**src/shared/dio_pkg.sv**
```systemverilog
// Package for the motion controller digital I/O block.
// Assumes a single 20 MHz clock and synchronous active-low reset.
package dio_pkg;
  localparam int OUT_BITS  = 4;
  localparam int IN_BITS   = 8;
  localparam int WORD_BITS = 16;
  localparam int IDX_BITS  = 8;
  localparam logic [OUT_BITS-1:0] OUT_RESET = 4'h0;
  localparam logic [IDX_BITS-1:0] IN_FIRST = 8'h01;
  localparam logic [IDX_BITS-1:0] IN_LAST  = 8'h08;
  localparam logic [IDX_BITS-1:0] AUX_A_IDX = 8'h51;
  localparam logic [IDX_BITS-1:0] AUX_B_IDX = 8'h52;
  localparam logic [IDX_BITS-1:0] OUT_FIRST = 8'h01;
  localparam logic [IDX_BITS-1:0] OUT_LAST  = 8'h04;
  localparam int TELL_BITS = 10;

  typedef enum logic [2:0] {
    CMD_NONE,
    CMD_SET_BIT,
    CMD_CLEAR_BIT,
    CMD_COND_OUT,
    CMD_PORT_WRITE,
    CMD_QUERY_IN,
    CMD_TELL_IN,
    CMD_HOLD_IN
  } cmd_e;

  typedef enum logic {
    WAIT_IDLE,
    WAIT_BUSY
  } wait_e;
endpackage

```
**src/rtl/dio_in_select.sv**
```systemverilog
// Input selector: picks one input level by its command index.
// Assumes the stepper flag is a steady configuration level.
module dio_in_select
(
  input  wire logic [dio_pkg::IDX_BITS-1:0] idx_in,
  input  wire logic [dio_pkg::IN_BITS-1:0]  inputs_in,
  input  wire logic                         aux_a_in,
  input  wire logic                         aux_b_in,
  input  wire logic                         stepper_mode_in,
  output logic                              level_out,
  output logic                              valid_out
);
  logic [dio_pkg::IDX_BITS-1:0] off;

  always_comb
  begin
    off = idx_in - dio_pkg::IN_FIRST;
    level_out = 1'b0;
    valid_out = 1'b0;
    if (idx_in >= dio_pkg::IN_FIRST && idx_in <= dio_pkg::IN_LAST)
    begin
      level_out = inputs_in[off[2:0]];
      valid_out = 1'b1;
    end
    else if (idx_in == dio_pkg::AUX_A_IDX && !stepper_mode_in)
    begin
      level_out = aux_a_in;
      valid_out = 1'b1;
    end
    else if (idx_in == dio_pkg::AUX_B_IDX && !stepper_mode_in)
    begin
      level_out = aux_b_in;
      valid_out = 1'b1;
    end
  end
endmodule

```
**src/rtl/dio_out_port.sv**
```systemverilog
// Output latch for the four general outputs.
// Assumes one-cycle command strobes from the interpreter.
module dio_out_port
(
  input  wire logic                          clock_in,
  input  wire logic                          rst_n_in,
  input  wire logic                          bit_we_in,
  input  wire logic [dio_pkg::OUT_BITS-1:0]  bit_sel_in,
  input  wire logic                          bit_val_in,
  input  wire logic                          word_we_in,
  input  wire logic [dio_pkg::WORD_BITS-1:0] word_in,
  output logic      [dio_pkg::OUT_BITS-1:0]  out_lines_out
);
  logic [dio_pkg::OUT_BITS-1:0] out_r;
  logic [dio_pkg::OUT_BITS-1:0] out_nxt;

  always_comb
  begin
    out_nxt = out_r;
    if (word_we_in)
    begin
      out_nxt = word_in[dio_pkg::OUT_BITS-1:0];
    end
    else if (bit_we_in)
    begin
      for (int i = 0; i < dio_pkg::OUT_BITS; i++)
      begin
        if (bit_sel_in[i])
        begin
          out_nxt[i] = bit_val_in;
        end
      end
    end
  end

  always_ff @(posedge clock_in)
  begin
    if (!rst_n_in)
    begin
      out_r <= dio_pkg::OUT_RESET;
    end
    else
    begin
      out_r <= out_nxt;
    end
  end

  assign out_lines_out = out_r;
endmodule

```
**src/rtl/motion_ctrl_digital_io.sv**
```systemverilog
// Digital I/O block of a motion controller: output port and input access.
// Assumes commands arrive as one-cycle strobes from the interpreter.
// Functional notes
// - Four independent output lines
// - Set or clear one named output
// - Conditional output follows operand non-zero
// - Word write, bit 0 is output 1
// - Word 0 clears all, 15 sets all
// - Level query for inputs 1 to 8
// - Tell-inputs reports all inputs
// - Hold until input high, negative low
// - Aux encoder A,B read as 81,82
// - Aux inputs unavailable in stepper mode
module motion_ctrl_digital_io
(
  input  wire logic                          clock_in,
  input  wire logic                          rst_n_in,
  input  wire logic                          cmd_valid_in,
  input  dio_pkg::cmd_e                      cmd_in,
  input  wire logic [dio_pkg::IDX_BITS-1:0]  cmd_idx_in,
  input  wire logic                          cmd_idx_neg_in,
  input  wire logic [dio_pkg::WORD_BITS-1:0] cmd_value_in,
  input  wire logic [dio_pkg::IN_BITS-1:0]   inputs_in,
  input  wire logic                          aux_a_in,
  input  wire logic                          aux_b_in,
  input  wire logic                          stepper_mode_in,
  output logic                               cmd_ready_out,
  output logic                               resp_valid_out,
  output logic                               resp_level_out,
  output logic                               resp_error_out,
  output logic [dio_pkg::TELL_BITS-1:0]      tell_value_out,
  output logic                               hold_busy_out,
  output logic [dio_pkg::OUT_BITS-1:0]       out_lines_out
);
  dio_pkg::wait_e               wait_r;
  dio_pkg::wait_e               wait_nxt;
  logic [dio_pkg::IDX_BITS-1:0] hidx_r;
  logic [dio_pkg::IDX_BITS-1:0] hidx_nxt;
  logic                         hneg_r;
  logic                         hneg_nxt;
  logic                         rv_r;
  logic                         rv_nxt;
  logic                         rl_r;
  logic                         rl_nxt;
  logic                         re_r;
  logic                         re_nxt;
  logic [dio_pkg::TELL_BITS-1:0] tv_r;
  logic [dio_pkg::TELL_BITS-1:0] tv_nxt;
  logic [dio_pkg::IDX_BITS-1:0] sel_idx;
  logic                         sel_level;
  logic                         sel_valid;
  logic                         take;
  logic                         out_idx_ok;
  logic [dio_pkg::OUT_BITS-1:0] bit_sel;
  logic                         bit_we;
  logic                         bit_val;
  logic                         word_we;
  logic [dio_pkg::IDX_BITS-1:0] out_off;

  assign cmd_ready_out = (wait_r == dio_pkg::WAIT_IDLE);
  assign take = cmd_valid_in && cmd_ready_out;
  assign sel_idx = (wait_r == dio_pkg::WAIT_BUSY) ? hidx_r : cmd_idx_in;
  assign out_off = cmd_idx_in - dio_pkg::OUT_FIRST;
  assign out_idx_ok = cmd_idx_in >= dio_pkg::OUT_FIRST &&
                      cmd_idx_in <= dio_pkg::OUT_LAST;

  dio_in_select u_sel
  (
    .idx_in          (sel_idx),
    .inputs_in       (inputs_in),
    .aux_a_in        (aux_a_in),
    .aux_b_in        (aux_b_in),
    .stepper_mode_in (stepper_mode_in),
    .level_out       (sel_level),
    .valid_out       (sel_valid)
  );

  always_comb
  begin
    bit_we  = 1'b0;
    bit_val = 1'b0;
    word_we = 1'b0;
    bit_sel = '0;
    for (int i = 0; i < dio_pkg::OUT_BITS; i++)
    begin
      bit_sel[i] = (out_off[1:0] == i[1:0]);
    end
    if (take && out_idx_ok)
    begin
      case (cmd_in)
        dio_pkg::CMD_SET_BIT:
        begin
          bit_we  = 1'b1;
          bit_val = 1'b1;
        end
        dio_pkg::CMD_CLEAR_BIT:
        begin
          bit_we  = 1'b1;
          bit_val = 1'b0;
        end
        dio_pkg::CMD_COND_OUT:
        begin
          bit_we  = 1'b1;
          bit_val = |cmd_value_in;
        end
        default:
        begin
          bit_we = 1'b0;
        end
      endcase
    end
    if (take && cmd_in == dio_pkg::CMD_PORT_WRITE)
    begin
      word_we = 1'b1;
    end
  end

  dio_out_port u_out
  (
    .clock_in      (clock_in),
    .rst_n_in      (rst_n_in),
    .bit_we_in     (bit_we),
    .bit_sel_in    (bit_sel),
    .bit_val_in    (bit_val),
    .word_we_in    (word_we),
    .word_in       (cmd_value_in),
    .out_lines_out (out_lines_out)
  );

  always_comb
  begin
    wait_nxt = wait_r;
    hidx_nxt = hidx_r;
    hneg_nxt = hneg_r;
    rv_nxt   = 1'b0;
    rl_nxt   = rl_r;
    re_nxt   = 1'b0;
    tv_nxt   = tv_r;
    case (wait_r)
      dio_pkg::WAIT_IDLE:
      begin
        if (take)
        begin
          case (cmd_in)
            dio_pkg::CMD_QUERY_IN:
            begin
              rv_nxt = 1'b1;
              rl_nxt = sel_level;
              re_nxt = !sel_valid;
            end
            dio_pkg::CMD_TELL_IN:
            begin
              rv_nxt = 1'b1;
              re_nxt = 1'b0;
              tv_nxt = {aux_b_in && !stepper_mode_in,
                        aux_a_in && !stepper_mode_in,
                        inputs_in};
            end
            dio_pkg::CMD_HOLD_IN:
            begin
              if (!sel_valid)
              begin
                rv_nxt = 1'b1;
                re_nxt = 1'b1;
              end
              else if (sel_level != cmd_idx_neg_in)
              begin
                rv_nxt = 1'b1;
              end
              else
              begin
                wait_nxt = dio_pkg::WAIT_BUSY;
                hidx_nxt = cmd_idx_in;
                hneg_nxt = cmd_idx_neg_in;
              end
            end
            default:
            begin
              rv_nxt = (cmd_in != dio_pkg::CMD_NONE);
              re_nxt = (cmd_in != dio_pkg::CMD_PORT_WRITE) &&
                       (cmd_in != dio_pkg::CMD_NONE) && !out_idx_ok;
            end
          endcase
        end
      end
      dio_pkg::WAIT_BUSY:
      begin
        if (!sel_valid)
        begin
          wait_nxt = dio_pkg::WAIT_IDLE;
          rv_nxt   = 1'b1;
          re_nxt   = 1'b1;
        end
        else if (sel_level != hneg_r)
        begin
          wait_nxt = dio_pkg::WAIT_IDLE;
          rv_nxt   = 1'b1;
        end
      end
      default:
      begin
        wait_nxt = dio_pkg::WAIT_IDLE;
      end
    endcase
  end

  always_ff @(posedge clock_in)
  begin
    if (!rst_n_in)
    begin
      wait_r <= dio_pkg::WAIT_IDLE;
      hidx_r <= '0;
      hneg_r <= 1'b0;
      rv_r   <= 1'b0;
      rl_r   <= 1'b0;
      re_r   <= 1'b0;
      tv_r   <= '0;
    end
    else
    begin
      wait_r <= wait_nxt;
      hidx_r <= hidx_nxt;
      hneg_r <= hneg_nxt;
      rv_r   <= rv_nxt;
      rl_r   <= rl_nxt;
      re_r   <= re_nxt;
      tv_r   <= tv_nxt;
    end
  end

  assign resp_valid_out = rv_r;
  assign resp_level_out = rl_r;
  assign resp_error_out = re_r;
  assign tell_value_out = tv_r;
  assign hold_busy_out  = (wait_r == dio_pkg::WAIT_BUSY);

  property p_set_bit;
    @(posedge clock_in) disable iff (!rst_n_in)
    take && cmd_in == dio_pkg::CMD_SET_BIT && cmd_idx_in == dio_pkg::OUT_FIRST
    |=> out_lines_out[0];
  endproperty
  a_set_bit: assert property (p_set_bit)
    else $error("Set bit did not raise output");

  property p_clr_bit;
    @(posedge clock_in) disable iff (!rst_n_in)
    take && cmd_in == dio_pkg::CMD_CLEAR_BIT && out_idx_ok
    |=> out_lines_out == ($past(out_lines_out) & ~$past(bit_sel));
  endproperty
  a_clr_bit: assert property (p_clr_bit)
    else $error("Clear bit wrong");

  property p_cond;
    @(posedge clock_in) disable iff (!rst_n_in)
    take && cmd_in == dio_pkg::CMD_COND_OUT && out_idx_ok
    |=> ((out_lines_out & $past(bit_sel)) != 4'h0) ==
        ($past(cmd_value_in) != 16'h0000);
  endproperty
  a_cond: assert property (p_cond)
    else $error("Conditional output wrong");

  property p_word;
    @(posedge clock_in) disable iff (!rst_n_in)
    take && cmd_in == dio_pkg::CMD_PORT_WRITE
    |=> out_lines_out == $past(cmd_value_in[dio_pkg::OUT_BITS-1:0]);
  endproperty
  a_word: assert property (p_word)
    else $error("Port write wrong");

  property p_word15;
    @(posedge clock_in) disable iff (!rst_n_in)
    take && cmd_in == dio_pkg::CMD_PORT_WRITE && cmd_value_in == 16'h000F
    |=> out_lines_out == 4'hF;
  endproperty
  a_word15: assert property (p_word15)
    else $error("Write 15 did not set all");

  property p_query;
    @(posedge clock_in) disable iff (!rst_n_in)
    take && cmd_in == dio_pkg::CMD_QUERY_IN && cmd_idx_in == 8'h0003
    |=> resp_valid_out && resp_level_out == $past(inputs_in[2]);
  endproperty
  a_query: assert property (p_query)
    else $error("Query level wrong");

  property p_tell;
    @(posedge clock_in) disable iff (!rst_n_in)
    take && cmd_in == dio_pkg::CMD_TELL_IN
    |=> tell_value_out[7:0] == $past(inputs_in);
  endproperty
  a_tell: assert property (p_tell)
    else $error("Tell inputs wrong");

  property p_hold;
    @(posedge clock_in) disable iff (!rst_n_in)
    hold_busy_out && sel_valid && sel_level == hneg_r
    |=> hold_busy_out && !resp_valid_out;
  endproperty
  a_hold: assert property (p_hold)
    else $error("Hold ended early");

  property p_step;
    @(posedge clock_in) disable iff (!rst_n_in)
    take && cmd_in == dio_pkg::CMD_QUERY_IN && stepper_mode_in &&
    cmd_idx_in == dio_pkg::AUX_A_IDX |=> resp_error_out;
  endproperty
  a_step: assert property (p_step)
    else $error("Aux input readable in stepper mode");

  property p_hold_out;
    @(posedge clock_in) disable iff (!rst_n_in)
    rst_n_in && !bit_we && !word_we |=> $stable(out_lines_out);
  endproperty
  a_hold_out: assert property (p_hold_out)
    else $error("Output changed without command");

  c_word: cover property (@(posedge clock_in) word_we);
  c_wait: cover property (@(posedge clock_in) $fell(hold_busy_out));
  c_aux: cover property (@(posedge clock_in)
    take && cmd_in == dio_pkg::CMD_QUERY_IN &&
    cmd_idx_in == dio_pkg::AUX_B_IDX && sel_valid);
endmodule

```
**config.mk**
```make
export PLATFORM = sky130hd
export DESIGN_NAME = motion_ctrl_digital_io
export DESIGN_NICKNAME = d
export VERILOG_FILES = /design/src/shared/dio_pkg.sv /design/src/rtl/dio_in_select.sv /design/src/rtl/dio_out_port.sv /design/src/rtl/motion_ctrl_digital_io.sv
export SDC_FILE = /design/constraint.sdc
export NUM_CORES = 1
export LEC_CHECK = 0
export BUFFER_PORTS_ARGS = -buffer_cell sky130_fd_sc_hd__buf_2
export CAP_MARGIN = 0
export CELL_PAD_IN_SITES_DETAIL_PLACEMENT = 0
export CELL_PAD_IN_SITES_GLOBAL_PLACEMENT = 2
export CORE_MARGIN = 2
export CORE_UTILIZATION = 28
export DETAILED_ROUTE_END_ITERATION = 10
export PLACE_DENSITY_LB_ADDON = 0.25
export SETUP_SLACK_MARGIN = 0.2
export SLEW_MARGIN = 10
export SYNTH_ARGS = -nofsm -noshare
export SYNTH_HDL_FRONTEND = slang
export SYNTH_SLANG_ARGS = --single-unit
export TNS_END_PERCENT = 1
```
**constraint.sdc**
```tcl
create_clock -name clock_in -period 3.7 [get_ports clock_in]
set_input_delay 0.74 -clock clock_in [delete_from_list [all_inputs] [get_ports clock_in]]
set_output_delay 0.74 -clock clock_in [all_outputs]
set_load 0.05 [all_outputs]
```
* After elaboration in Yosys (flattened, before gate mapping)
Cells that the tools add are included.
** Storage, ports and cells
- Logic and storage cells :: 104
- Output and inout bits :: 19
- Register bits after elaboration :: 27
- Input port bits :: 42
** Cells by class
- Bitwise operators :: 2
- $add $sub $neg :: 2
- Reduce and logical (&&, ||, !) cells :: 31
- $lt $le $gt $ge :: 5
- Equality and inequality tests :: 15
- Mux-type cells :: 38
** Operator list (number)
- $mux 1 :: 28
- $eq 8x7->1 const B :: 2
- $ge 8x1->1 const B :: 2
- $reduce_or 16->1 :: 1
- $eq 3x3->1 const B :: 4
- $logic_and 1x1->1 :: 11
- $pmux 1 s2 :: 5
- $reduce_bool 2->1 :: 5
- $le 8x3->1 const B :: 1
- $le 8x4->1 const B :: 1
- $mux 4 :: 2
- $mux 8 :: 1
- $reduce_and 2->1 :: 4
- $eq 3x2->1 const B :: 2
- $reduce_and 3->1 :: 2
- $reduce_and 5->1 :: 1
- $eq 2x2->1 const B :: 2
- $lt 3x4->1 const B :: 1
- $bmux 1 s3 :: 1
- $eq 3x1->1 const B :: 1
- $logic_not 1->1 :: 3
- $ne 3x3->1 const B :: 1
- $pmux 1 s3 :: 1
- $reduce_bool 3->1 :: 1
- other kinds (8) :: 10

* Depth between registers and ports, before layout
Gate-level depths: netlist of the first run.
- Depth in word-level cells :: 12
- Mapped depth :: 12
- Depth with buffers taken out :: 10

* Hierarchy
From an unflattened synthesis of the first run, not the netlist that was laid out.
** Unflattened totals
- Cells, all modules :: 188
- Area, all modules :: 1637.8 um2
** By module, submodules not included
- motion_ctrl_digital_io :: area each 1238.7 um2, cells each 144, instances 1, sequential area each 460.4 um2
- dio_out_port :: area each 200.2 um2, cells each 20, instances 1, sequential area each 80.1 um2
- dio_in_select :: area each 198.9 um2, cells each 24, instances 1, sequential area each 0.0 um2

* Least setup slack after synthesis of the first run
OpenSTA, ideal clock, no wires.
- Kind :: reg2reg
- Start point :: register wait_r, in the netlist hold_busy_out
- End point :: register hidx_r[4] (netlist name)
- Cell stages (with the launch flop) :: 13
- Setup time :: 125 ps
- Slack :: 593 ps
- Arrival time :: 2982 ps
- Clock period less this slack :: 3107 ps
- Data required time :: 3575 ps
- Buffers on the path :: 3
- Cells stage by stage :: dfxtp_1 buf_6 mux2i_2 ha_1 buf_1 mux2i_1 nand2_1 a21oi_2 nor3_2 or4_1 buf_2 nand2_2 o21ai_1
** Between the ends
- Longest elaborated chain between the ends :: 9
- Elaborated cells on any way between the ends :: 22
- Those cells by class :: add/sub: 1; order compare: 2; eq/ne: 3; mux: 9; bitwise: 2; reduce/logical: 5
** RTL lines
- from (decl) :: RTL line motion_ctrl_digital_io.sv:35 : dio_pkg::wait_e wait_r;
- from (signal assigned) :: RTL line motion_ctrl_digital_io.sv:211 : wait_r <= dio_pkg::WAIT_IDLE;
- from (signal assigned) :: RTL line motion_ctrl_digital_io.sv:221 : wait_r <= wait_nxt;
- branches (longest 8 deep; another with $sub 3x1->3)
- $reduce_and 5->1 (no line) *
- to (signal assigned) :: RTL line motion_ctrl_digital_io.sv:222 : hidx_r <= hidx_nxt;
- to (decl) :: RTL line motion_ctrl_digital_io.sv:37 : logic [dio_pkg::IDX_BITS-1:0] hidx_r;
Every way passes the cells marked *. The select of a mux whose other input is x is not followed.
A chain may end at the register's enable or synchronous reset.

* Worst setup path in the final report of the first run
- Start point :: input port cmd_idx_in[0] (netlist name)
- End point :: register hidx_r[6] (netlist name)
** Between the ends
- Longest elaborated chain between the ends :: 9
- Elaborated cells on any way between the ends :: 20
- Those cells by class :: add/sub: 1; order compare: 2; eq/ne: 3; mux: 9; bitwise: 1; reduce/logical: 4
** RTL lines
- from (decl) :: RTL line motion_ctrl_digital_io.sv:20 : input wire logic [dio_pkg::IDX_BITS-1:0] cmd_idx_in,
- $mux 8 * :: RTL line motion_ctrl_digital_io.sv:62 : assign sel_idx = (wait_r == dio_pkg::WAIT_BUSY) ? hidx_r : cmd_idx_in;
- branches (longest 7 deep; another with $sub 3x1->3)
- $reduce_and 5->1 (no line) *
Marks and branches as above.

==> summary.md, run 1 <==
| Metric | Value |
|---|---|
| FP Rows | 28 |
| Root buffer cell | clkbuf_8 |
| Clock Skew | 0.00487 ns |
| Total routed wirelength | 5010 um |
| Synth Cell Area | 1690 um^2 |
| Syn nets | 244 |
| Worst-Skew Late Latency | 0.28 ns |
| CP endpoint kind | register |
| DRT Pass-1 Iters | 4 |
| Clock Pin Slew Worst Setup and Hold Paths | 0.11 ns |
| Die X | 81.6 um |
| Die ar. | 6660 um^2 |
| Critical Path AT | 3.06 ns |
| Critical Setup Path Class | in -> reg |
| Area growth syn-to-layout | 25.8% |
| CTS tree | yes |
| Initial Util | 28.6% |
| Worst Tran Pin Value | 0.915 ns |
| Vias | 1698 |
| First-pass GRT wire length | 7940 um |
| Final setup violation count | 0 |
| Max VDD drop | 0.123 mV |
| Largest net degree at the start of global routing | 26 |
| Seq/Total Area, Yosys | 32.1% |
| Power Dens Cells | 283 nW/um^2 |
| Fin crit period | 2.88 ns |
| Commonest non-fill, non-tap cell in the layout | buf_2 |
| Status | complete, no violations |
| Final Hold Vio Count | 0 |
| Synth unique cells | 50 |
| Fmax | 347 MHz |
| Filler Cells Inserted | 656 |
| Die height | 81.6 um |
| Ant diodes | 0 |
| Vias in the first global route | 1567 |
| DPL Wire Length | 3930 um |
| Leakage dissipation | 0.888 nW |
| Port buffer count | 60 |
| Antenna violations before repair | 0 |
| Fraction of layout cells with a size suffix above 1 | 34.7% |
| Fin crit share | 77.9% |
| Post-CTS Setup Repair Bufs | 0 |
| CTS max path bufs | 2 |
| Yosys reg bits | 27 |
| Cts repair resizes | 0 |
| FFs w/ async S/R, synth | 0% |
| RSZ-0062 raised after global routing | no |
| Routed Antenna Nets | 0 |
| YS warnings | 0 |
| Hold buffers post-CTS | 0 |
| CP max FO | 8 |
| Ys flop type | dfxtp_1 |
| GR Overflow Total | 0 |
| Slew Limit Fails | 0 |
| DR vias/cell | 5.08 |
| Hold Crit Class | reg -> reg |
| 1st-iter DRT viols | 117 |
| Drc violations | 0 |
| Worst Path Required | 3.88 ns |
| Total track usage | 15.7% |
| Synth Area per Inst | 8.51 um^2 |
| Reg area | 541 um^2 |
| Post-synth EDFFs | 0 |
| Final GP Congestion | 0.783 |
| Nets | 306 |
| Area of the multi-input gates | 1090 um^2 |
| Htree depth | 1 |
| Total power | 0.600 mW |
| Clock sink total | 27 |
| Ports | 61 |
| Setup TNS | 0 ns |
| Max-Cap Viols | 0 |
| Core Region | 5890 um^2 |
| Number of CTS-inserted buffers | 3 |
| Relative slew margins | 38.9% |
| Routed wire per std cell | 15.0 um |
| Syn Inst Count | 198 |
| Most frequent cells in the layout | buf_2, dfxtp_1, nor2_1 |
| CP startpoint kind | primary input |
-- layer usage --
metal	global-route usage, %	wire (um)	vias to the layer above
met5	0	0	-
met4	3.67	24	0
met3	3.74	322	2
met2	24.8	2230	57
met1	21.7	2430	790
li1	-	-	849
-- worst paths after layout --
| path | start | end | slack (ns) | cells after the start |
|---|---|---|---|---|
| max | cmd_idx_in[0] | hidx_r[6] | 0.82 | 10 |
| min | tell_value_out[8] | tell_value_out[8] | 0.48 | 2 |
| max reg2reg | hold_busy_out | hidx_r[6] | 0.93 | 9 |
| min reg2reg | tell_value_out[8] | tell_value_out[8] | 0.48 | 2 |
-- where the power goes --
group / internal (mW) / switching [mW] / total (mW) / leakage, nW
Clock: 0.0759 / 0.109 / 0.184 / 0.0255
Sequential: 0.296 / 0.00194 / 0.298 / 0.219
Combinational: 0.0433 / 0.0747 / 0.118 / 0.644
Total: 0.415 / 0.185 / 0.600 / 0.888
-- Yosys cell counts, drive strengths merged, types with 5 or more instances --
master	n	share of area [%]
inv	6	1.3
o21ai	15	4.5
nor3	7	2.7
nand3	6	1.8
nor4	7	3.0
mux2i	20	12
nand2	19	4.4
a21oi	13	4.1
nor3b	7	4.3
a31oi	5	1.9
nor2	22	4.9
dfxtp	27	32
-- final cells by class --
class | count | share of cell area (%)
multi-input combinational | 159 | 51.6
tap | 75 | 4.42
sequential | 27 | 25.5
clock buffer | 3 | 1.95
timing repair buffer | 63 | 15.2
inverter | 6 | 1.06
clock inverter | 1 | 0.236
-- cells by family after synthesis --
kind of cell | synth area share (%)
flip-flops | 32.1
XOR/XNOR | 0.520
AND/OR/NAND/NOR | 29.0
adder cells (fa/ha/maj) | 2.97
multiplexers | 14.8
AO/OA/AOI/OAI | 17.4
buffers and inverters | 3.27
-- stage by stage --
step / hold WS (ns) / utilization (%) / std cells / area (um^2) / worst slack, ns
after floorplan: 0.448 / - / 198 / 1690 / 0.593
after global placement: 0.455 / 35.2 / 330 / 2070 / 0.572
after detailed placement: 0.459 / 35.2 / 330 / 2070 / 0.491
after CTS: 0.482 / 36.0 / 334 / 2120 / 0.806
after global routing: 0.502 / 36.0 / 334 / 2120 / 0.608
final: 0.480 / 36.0 / 334 / 2120 / 0.816
-- state kept, by name (all words and copies together), names as in the netlist --
name / flops
resp_level_out: 1
u_out.out_lines_out: 4
hold_busy_out: 1
tell_value_out: 10
hidx_r: 8
resp_error_out: 1
hneg_r: 1
resp_valid_out: 1
-- critical path, stage by stage --
cell and delay, ns:
buf_2 0.14, mux2i_2 0.32, ha_1 0.38, mux2i_1 0.23, nand2_1 0.10, a21boi_2 0.19
nor3_2 0.08, or4_1 0.62, nand2_2 0.18, o21ai_1 0.08
Note: power is estimated with default switching activity, not from simulation.
==> run 2, diff against run 1 <==
- CORE_UTILIZATION: 28 -> 25
- clock period: 3.7 -> 2.4 ns (I/O delays scaled with it)
==> summary.md, run 2 (synthesis results as in run 1) <==
| Metric | Value |
|---|---|
| GR Overflow Total | 0 (unchanged) |
| Clock Skew | 0.00182 ns (was 0.00487 ns) |
| Total routed wirelength | 5260 um (was 5010 um) |
| Final Hold Vio Count | 0 (unchanged) |
| Slew Limit Fails | 0 (unchanged) |
| Failing checks | negative setup slack |
| Worst Tran Pin Value | 0.603 ns (was 0.915 ns) |
| CP startpoint kind | register (was primary input) |
| Hold buffers post-CTS | 0 (unchanged) |
| Vias | 1803 (was 1698) |
| Filler Cells Inserted | 677 (was 656) |
| Critical-path cell list | mux2i_4 > ha_2 > mux2i_1 > nand2_1 > a21boi_2 > nor3_4 > or4_4 > nand2_2 > o21ai_1 (was buf_2 > mux2i_2 > ha_1 > mux2i_1 > nand2_1 > a21boi_2 > nor3_2 > or4_1 > nand2_2 > o21ai_1) |
| 1st-iter DRT viols | 63 (was 117) |
| Area growth syn-to-layout | 46.3% (was 25.8%) |
| Setup TNS | -0.209 ns (was 0 ns) |
| Routed Antenna Nets | 0 (unchanged) |
| Most frequent cells in the layout | buf_2, buf_4, dfxtp_1 (was buf_2, dfxtp_1, nor2_1) |
| Hold Slack | 0.439 ns (was 0.480 ns) |
| FP Rows | 29 (was 28) |
| Max VDD drop | 0.201 mV (was 0.123 mV) |
| CTS tree | yes (unchanged) |
| DPL Wire Length | 4150 um (was 3930 um) |
| Largest net degree at the start of global routing | 18 (was 26) |
| Max-Cap Viols | 0 (unchanged) |
| Power Dens Cells | 396 nW/um^2 (was 283 nW/um^2) |
| Ports | 61 (unchanged) |
| Area after DPL | 2260 um^2 (was 2070 um^2) |
| Routed wire per std cell | 14.4 um (was 15.0 um) |
| Antenna violations before repair | 0 (unchanged) |
| Fraction of layout cells with a size suffix above 1 | 47.6% (was 34.7%) |
| Slowest cell on the critical path | or4_4 (was or4_1) |
| Ant diodes | 0 (unchanged) |
| RSZ-0062 raised after global routing | yes (was no) |
| Status | finished, violations left (was complete, no violations) |
| Die ar. | 7410 um^2 (was 6660 um^2) |
| Htree depth | 1 (unchanged) |
| CP max FO | 6 (was 8) |
| Initial Util | 26.2% (was 28.6%) |
| CP peak stage delay | 0.54 ns (was 0.62 ns) |
| Finished Core Util | 38.4% (was 36.0%) |
| Crit path buf inv count | 0 (was 1) |
| Core Region | 6420 um^2 (was 5890 um^2) |
| Worst-Skew Late Latency | 0.29 ns (was 0.28 ns) |
| Vias in the first global route | 1819 (was 1567) |
| Leakage dissipation | 1.05 nW (was 0.888 nW) |
| Fin worst setup slack | -0.0375 ns (was 0.816 ns) |
| Commonest non-fill, non-tap cell in the layout | buf_2 (unchanged) |
| Drc violations | 0 (unchanged) |
| Total track usage | 14.6% (was 15.7%) |
| Relative slew margins | 59.7% (was 38.9%) |
| Final GP Congestion | 0.822 (was 0.783) |
| Max reg flops | 10 (unchanged) |
| Critical path's top delay family | simple AND/OR/NAND/NOR gates (unchanged) |
| Clock Pin Slew Worst Setup and Hold Paths | 0.11 ns (about the same) |
| DR vias/cell | 4.94 (was 5.08) |
| CTS max path bufs | 2 (unchanged) |
| DRT Pass-1 Iters | 4 (unchanged) |
| Die X | 86.1 um (was 81.6 um) |
| Critical Setup Path Class | reg -> reg (was in -> reg) |
| Fmax | 410 MHz |
| First-pass GRT wire length | 8670 um (was 7940 um) |
| Fin crit period | 2.44 ns |
| Fin crit share | 102% |
| Hold Crit Class | in -> reg (was reg -> reg) |
| Worst Path Required | 2.58 ns (was 3.88 ns) |
| Root buffer cell | clkbuf_8 (unchanged) |
| Die height | 86.1 um (was 81.6 um) |
| Nets | 335 (was 306) |
| Critical Path AT | 2.62 ns (was 3.06 ns) |
| Final setup violation count | 9 (was 0) |
| Port buffer count | 60 (unchanged) |
| CP endpoint kind | register (unchanged) |
| Clock sink total | 27 (unchanged) |
| Cell area after layout | 2460 um^2 (was 2120 um^2) |
| Number of CTS-inserted buffers | 3 (unchanged) |
run 2: power by group:
group	total [mW]	internal, mW	switching (mW)
combinational	0.221	0.0941	0.127
sequential	0.458	0.455	0.00301
clock	0.297	0.123	0.174
run 2: area by class of cell:
cell class	count	area, um^2	area share [%]
repair buffers	92	561	22.7
clock inverters	1	8.76	0.355
well taps	77	96.3	3.91
inverters	6	22.5	0.914
multi-input cells	159	1190	48.3
flip-flops and latches	27	544	22.1
clock buffers	3	41.3	1.68
run 2: through the flow:
step / power (mW) / cells / setup slack [ns]
2_1_floorplan: 0.574 / 198 / -0.274
3_3_place_gp: 0.676 / 353 / -0.285
3_5_place_dp: 0.677 / 353 / -0.291
4_1_cts: 0.978 / 357 / -0.0429
5_1_grt: 1.03 / 365 / -0.152
6_report: 0.976 / 365 / -0.0375
run 2: worst reg2reg max path, cell delays in order, from the launching register on:
cell and delay (ns):
dfxtp_4 0.38, mux2i_4 0.19, ha_2 0.40, mux2i_1 0.23, nand2_1 0.09, a21boi_2 0.21
nor3_4 0.06, or4_4 0.54, nand2_2 0.15, o21ai_1 0.08
run 2: path summary, 6_finish.rpt:
check | from | endpoint | slack (ns) | cells past startpoint
worst max-delay path | hold_busy_out | hidx_r[6] | -0.04 | 9
worst min-delay path | inputs_in[2] | tell_value_out[2] | 0.44 | 3
worst max register to register | hold_busy_out | hidx_r[6] | -0.04 | 9
worst min register to register | tell_value_out[9] | tell_value_out[9] | 0.48 | 2
run 2: per-layer routing:
| layer | vias up | GRT usage, % | part of all wire, % | wire length [um] |
|---|---|---|---|---|
| met3 | 5 | 2.50 | 5.0 | 264 |
| met5 | - | 0 | 0 | 0 |
| met1 | 842 | 19.5 | 47 | 2480 |
| li1 | 912 | - | - | - |
| met4 | 0 | 3.03 | 0.63 | 33 |
| met2 | 44 | 24.8 | 47 | 2480 |
run 2: what timing repair did:
item	4_1_cts	5_1_grt
setup endpoints to repair	12	12
setup buffers	0	8
pin swaps	2	11
resized for setup	7	17
hold endpoints to repair	0	0
==> run 3, diff against run 2 <==
- SYNTH_HIERARCHICAL: unset -> 1
==> summary.md, run 3 <==
| Metric | Value |
|---|---|
| CP peak stage delay | 0.40 ns (was 0.54 ns) |
| Synth area leader | dfxtp_1 (unchanged) |
| Yosys reg bits | 27 (unchanged) |
| Global routing usage on met2 | 24.5% (was 24.8%) |
| FFs w/ async S/R, synth | 0% (unchanged) |
| DPL Wire Length | 3980 um (was 4150 um) |
| Syn nets | 234 (was 244) |
| Area growth syn-to-layout | 36.5% (was 46.3%) |
| Post-synth EDFFs | 0 (unchanged) |
| Synth unique cells | 39 (was 50) |
| Reg power frac | 49.0% (was 46.9%) |
| Worst reg-to-reg path cell count | 11 (was 9) |
| Routed Antenna Nets | 0 (unchanged) |
| Max VDD drop | 0.204 mV (was 0.201 mV) |
| Worst-Skew Late Latency | 0.27 ns (was 0.29 ns) |
| Nets | 308 (was 335) |
| Sw frac | 29.4% (was 31.2%) |
| Ports | 61 (unchanged) |
| Max reg flops | 10 (unchanged) |
| Die height | 84.9 um (was 86.1 um) |
| Crit path top cell by count | mux2i_1 |
| Syn Inst Count | 188 (was 198) |
| Final GP Congestion | 0.750 (was 0.822) |
| Logic pwr share | 21.8% (was 22.7%) |
| Die X | 84.9 um (was 86.1 um) |
| Yosys top cell area share | 33.0% (was 32.1%) |
| Most common cell in the netlist | dfxtp_1 (unchanged) |
| Critical path's top delay family | multiplexers (was simple AND/OR/NAND/NOR gates) |
| CP endpoint kind | register (unchanged) |
| Final setup violation count | 10 (was 9) |
| Largest net degree at the start of global routing | 26 (was 18) |
| Fraction of layout cells with a size suffix above 1 | 38.7% (was 47.6%) |
| GR Overflow Total | 0 (unchanged) |
| Critical-path cell list | mux2_4 > inv_4 > ha_4 > xor2_2 > mux4_2 > mux2i_1 > o22ai_2 > xor2_1 > nor3_2 > buf_12 > mux2i_1 (was mux2i_4 > ha_2 > mux2i_1 > nand2_1 > a21boi_2 > nor3_4 > or4_4 > nand2_2 > o21ai_1) |
| CP max FO | 10 (was 6) |
| Int Pwr | 0.659 mW (was 0.671 mW) |
| RSZ-0062 raised after global routing | yes (unchanged) |
| Ys flop type | dfxtp_1 (unchanged) |
| Most frequent cells in the layout | buf_2, dfxtp_1, nand2_1 (was buf_2, buf_4, dfxtp_1) |
| Relative slew margins | 56.1% (was 59.7%) |
| Core Region | 6350 um^2 (was 6420 um^2) |
| Ant diodes | 0 (unchanged) |
| Final Hold Vio Count | 0 (unchanged) |
| Total power | 0.933 mW (was 0.976 mW) |
| Total track usage | 13.9% (was 14.6%) |
| Hold_sp | hidx_r[4] (was inputs_in[2]) |
| Antenna violations before repair | 0 (unchanged) |
| CTS tree | yes (unchanged) |
| Most Used Layer, Global Route | met2 (unchanged) |
| Worst Tran Pin Value | 0.657 ns (was 0.603 ns) |
| Routed wire per std cell | 15.0 um (was 14.4 um) |
| Fin worst setup slack | -0.0827 ns (was -0.0375 ns) |
| Hold Crit Class | reg -> reg (was in -> reg) |
| GR Util met3 | 2.14% (was 2.50%) |
| Worst Hold End | hidx_r[4] (was tell_value_out[2]) |
| Slowest cell on the critical path | dfxtp_4 (was or4_4) |
| Fin crit share | 103% (was 102%) |
| Synth Area per Inst | 8.71 um^2 (was 8.51 um^2) |
| CP startpoint kind | register (unchanged) |
| Clock sink total | 27 (unchanged) |
| Commonest non-fill, non-tap cell in the layout | buf_2 (unchanged) |
| FP Rows | 29 (unchanged) |
| Fmax | 403 MHz (was 410 MHz) |
| Drc violations | 0 (unchanged) |
| First-pass GRT wire length | 8020 um (was 8670 um) |
| YS warnings | 6 (was 0) |
| Port buffer count | 60 (unchanged) |
| Crit path buf inv count | 2 (was 0) |
| Filler Cells Inserted | 670 (was 677) |
| Root buffer cell | clkbuf_8 (unchanged) |
| Clock Skew | 0.00351 ns (was 0.00182 ns) |
| P_sw | 0.274 mW (was 0.305 mW) |
| Power Dens Cells | 417 nW/um^2 (was 396 nW/um^2) |
| Synth Cell Area | 1640 um^2 (was 1690 um^2) |
| Hold buffers post-CTS | 0 (unchanged) |
| DRT Pass-1 Iters | 4 (unchanged) |
| Reg area | 544 um^2 (unchanged) |
| Failing checks | negative setup slack (unchanged) |
| Worst Path Required | 2.61 ns (was 2.58 ns) |
| Total routed wirelength | 5060 um (was 5260 um) |
| Number of CTS-inserted buffers | 3 (unchanged) |
| DR vias/cell | 4.72 (was 4.94) |
| Clock Pin Slew Worst Setup and Hold Paths | 0.10 ns (was 0.11 ns) |
| Commonest cells in the netlist | dfxtp_1, nand2_1, a21oi_1, mux2i_1 (was dfxtp_1, nor2_1, mux2i_1, nand2_1, a21oi_1) |
| Worst flop-to-flop path endpoint | hidx_r[5] (was hidx_r[6]) |
| CTS max path bufs | 2 (unchanged) |
| Critical R2R Launch | hold_busy_out (unchanged) |
| Top cells by area, synth | dfxtp_1, mux2i_1, mux2_2, nand2_1, a21oi_1 (was dfxtp_1, mux2i_1, nor2_1, nand2_1, a21oi_1) |
| Status | finished, violations left (unchanged) |
| Vias in the first global route | 1626 (was 1819) |
| Area of the multi-input gates | 1060 um^2 (was 1190 um^2) |
| Seq/Total Area, Yosys | 33.0% (was 32.1%) |
| Vias | 1597 (was 1803) |
| Htree depth | 1 (unchanged) |
| Met1 usage | 17.8% (was 19.5%) |
| R2R Setup Slk | -0.08 ns (was -0.04 ns) |
| Hold Slack | 0.465 ns (was 0.439 ns) |
| Fin crit period | 2.48 ns (was 2.44 ns) |
| 1st-iter DRT viols | 57 (was 63) |
| Critical Setup Path Class | reg -> reg (unchanged) |
| Clock share of power | 29.2% (was 30.4%) |
| Initial Util | 25.8% (was 26.2%) |
| Critical Path AT | 2.70 ns (was 2.62 ns) |
| Max-Cap Viols | 0 (unchanged) |
| Leakage dissipation | 0.982 nW (was 1.05 nW) |
| Die ar. | 7210 um^2 (was 7410 um^2) |
| Worst hold path cell count | 2 (was 3) |
| Slew Limit Fails | 0 (unchanged) |
-- run 3: worst max-delay path by stage --
stage / startpoint / end / cells after the start
2_1_floorplan: hold_busy_out / hidx_r[0] / 12
3_3_place_gp: cmd_idx_in[1] / hidx_r[1] / 12
3_5_place_dp: cmd_idx_in[1] / hidx_r[1] / 12
4_1_cts: hold_busy_out / hidx_r[5] / 11
5_1_grt: hold_busy_out / hneg_r / 11
6_report: hold_busy_out / hidx_r[5] / 11
-- run 3: logic make-up after synthesis --
group,synth area share [%]
AO/OA/AOI/OAI,16.5
adder cells (fa/ha/maj),3.06
multiplexers,14.8
AND/OR/NAND/NOR,26.0
XOR/XNOR,1.60
buffers and inverters,5.04
flip-flops,33.0
-- run 3: worst min-delay path, stage by stage (launching register included) --
cell and delay [ns]:
dfxtp_1 0.32, nand2_1 0.05, mux2i_1 0.05
-- run 3: what timing repair did --
item	CTS	global route
setup buffers	0	0
pin swaps	1	0
resized for setup	1	3
setup endpoints to repair	12	13
-- run 3: power groups by stage --
stage | Sequential (mW) | Clock, mW | Combinational, mW
6_report | 0.457 | 0.273 | 0.204
5_1_grt | 0.458 | 0.307 | 0.222
4_1_cts | 0.457 | 0.295 | 0.204
3_5_place_dp | 0.467 | 0 | 0.203
3_3_place_gp | 0.467 | 0 | 0.202
2_1_floorplan | 0.494 | 0 | 0.0869
-- run 3: cell type report --
| class | instances | share of cell area (%) |
|---|---|---|
| clock buffers | 4 | 2.01 |
| inverters | 7 | 1.40 |
| multi-input cells | 144 | 47.6 |
| flip-flops and latches | 27 | 24.3 |
| well taps | 77 | 4.31 |
| repair buffers | 79 | 20.4 |
-- run 3: metal layers --
layer	vias to the layer above	wire, um	share of wire [%]
met5	-	0	0
met2	33	2440	48
met1	731	2420	48
li1	831	-	-
met3	2	186	3.7
met4	0	14	0.28
-- run 3: metrics by stage --
| stage | instances | TNS (ns) | worst slack, ns | instance area, um^2 | utilization, % |
|---|---|---|---|---|---|
| 2_1_floorplan | 188 | -1.93 | -0.186 | 1680 | - |
| 3_3_place_gp | 334 | -2.43 | -0.235 | 2170 | 34.2 |
| 3_5_place_dp | 334 | -3.11 | -0.307 | 2170 | 34.2 |
| 4_1_cts | 338 | -0.980 | -0.109 | 2220 | 34.9 |
| 5_1_grt | 338 | -2.27 | -0.233 | 2240 | 35.2 |
| 6_report | 338 | -0.721 | -0.0827 | 2240 | 35.2 |
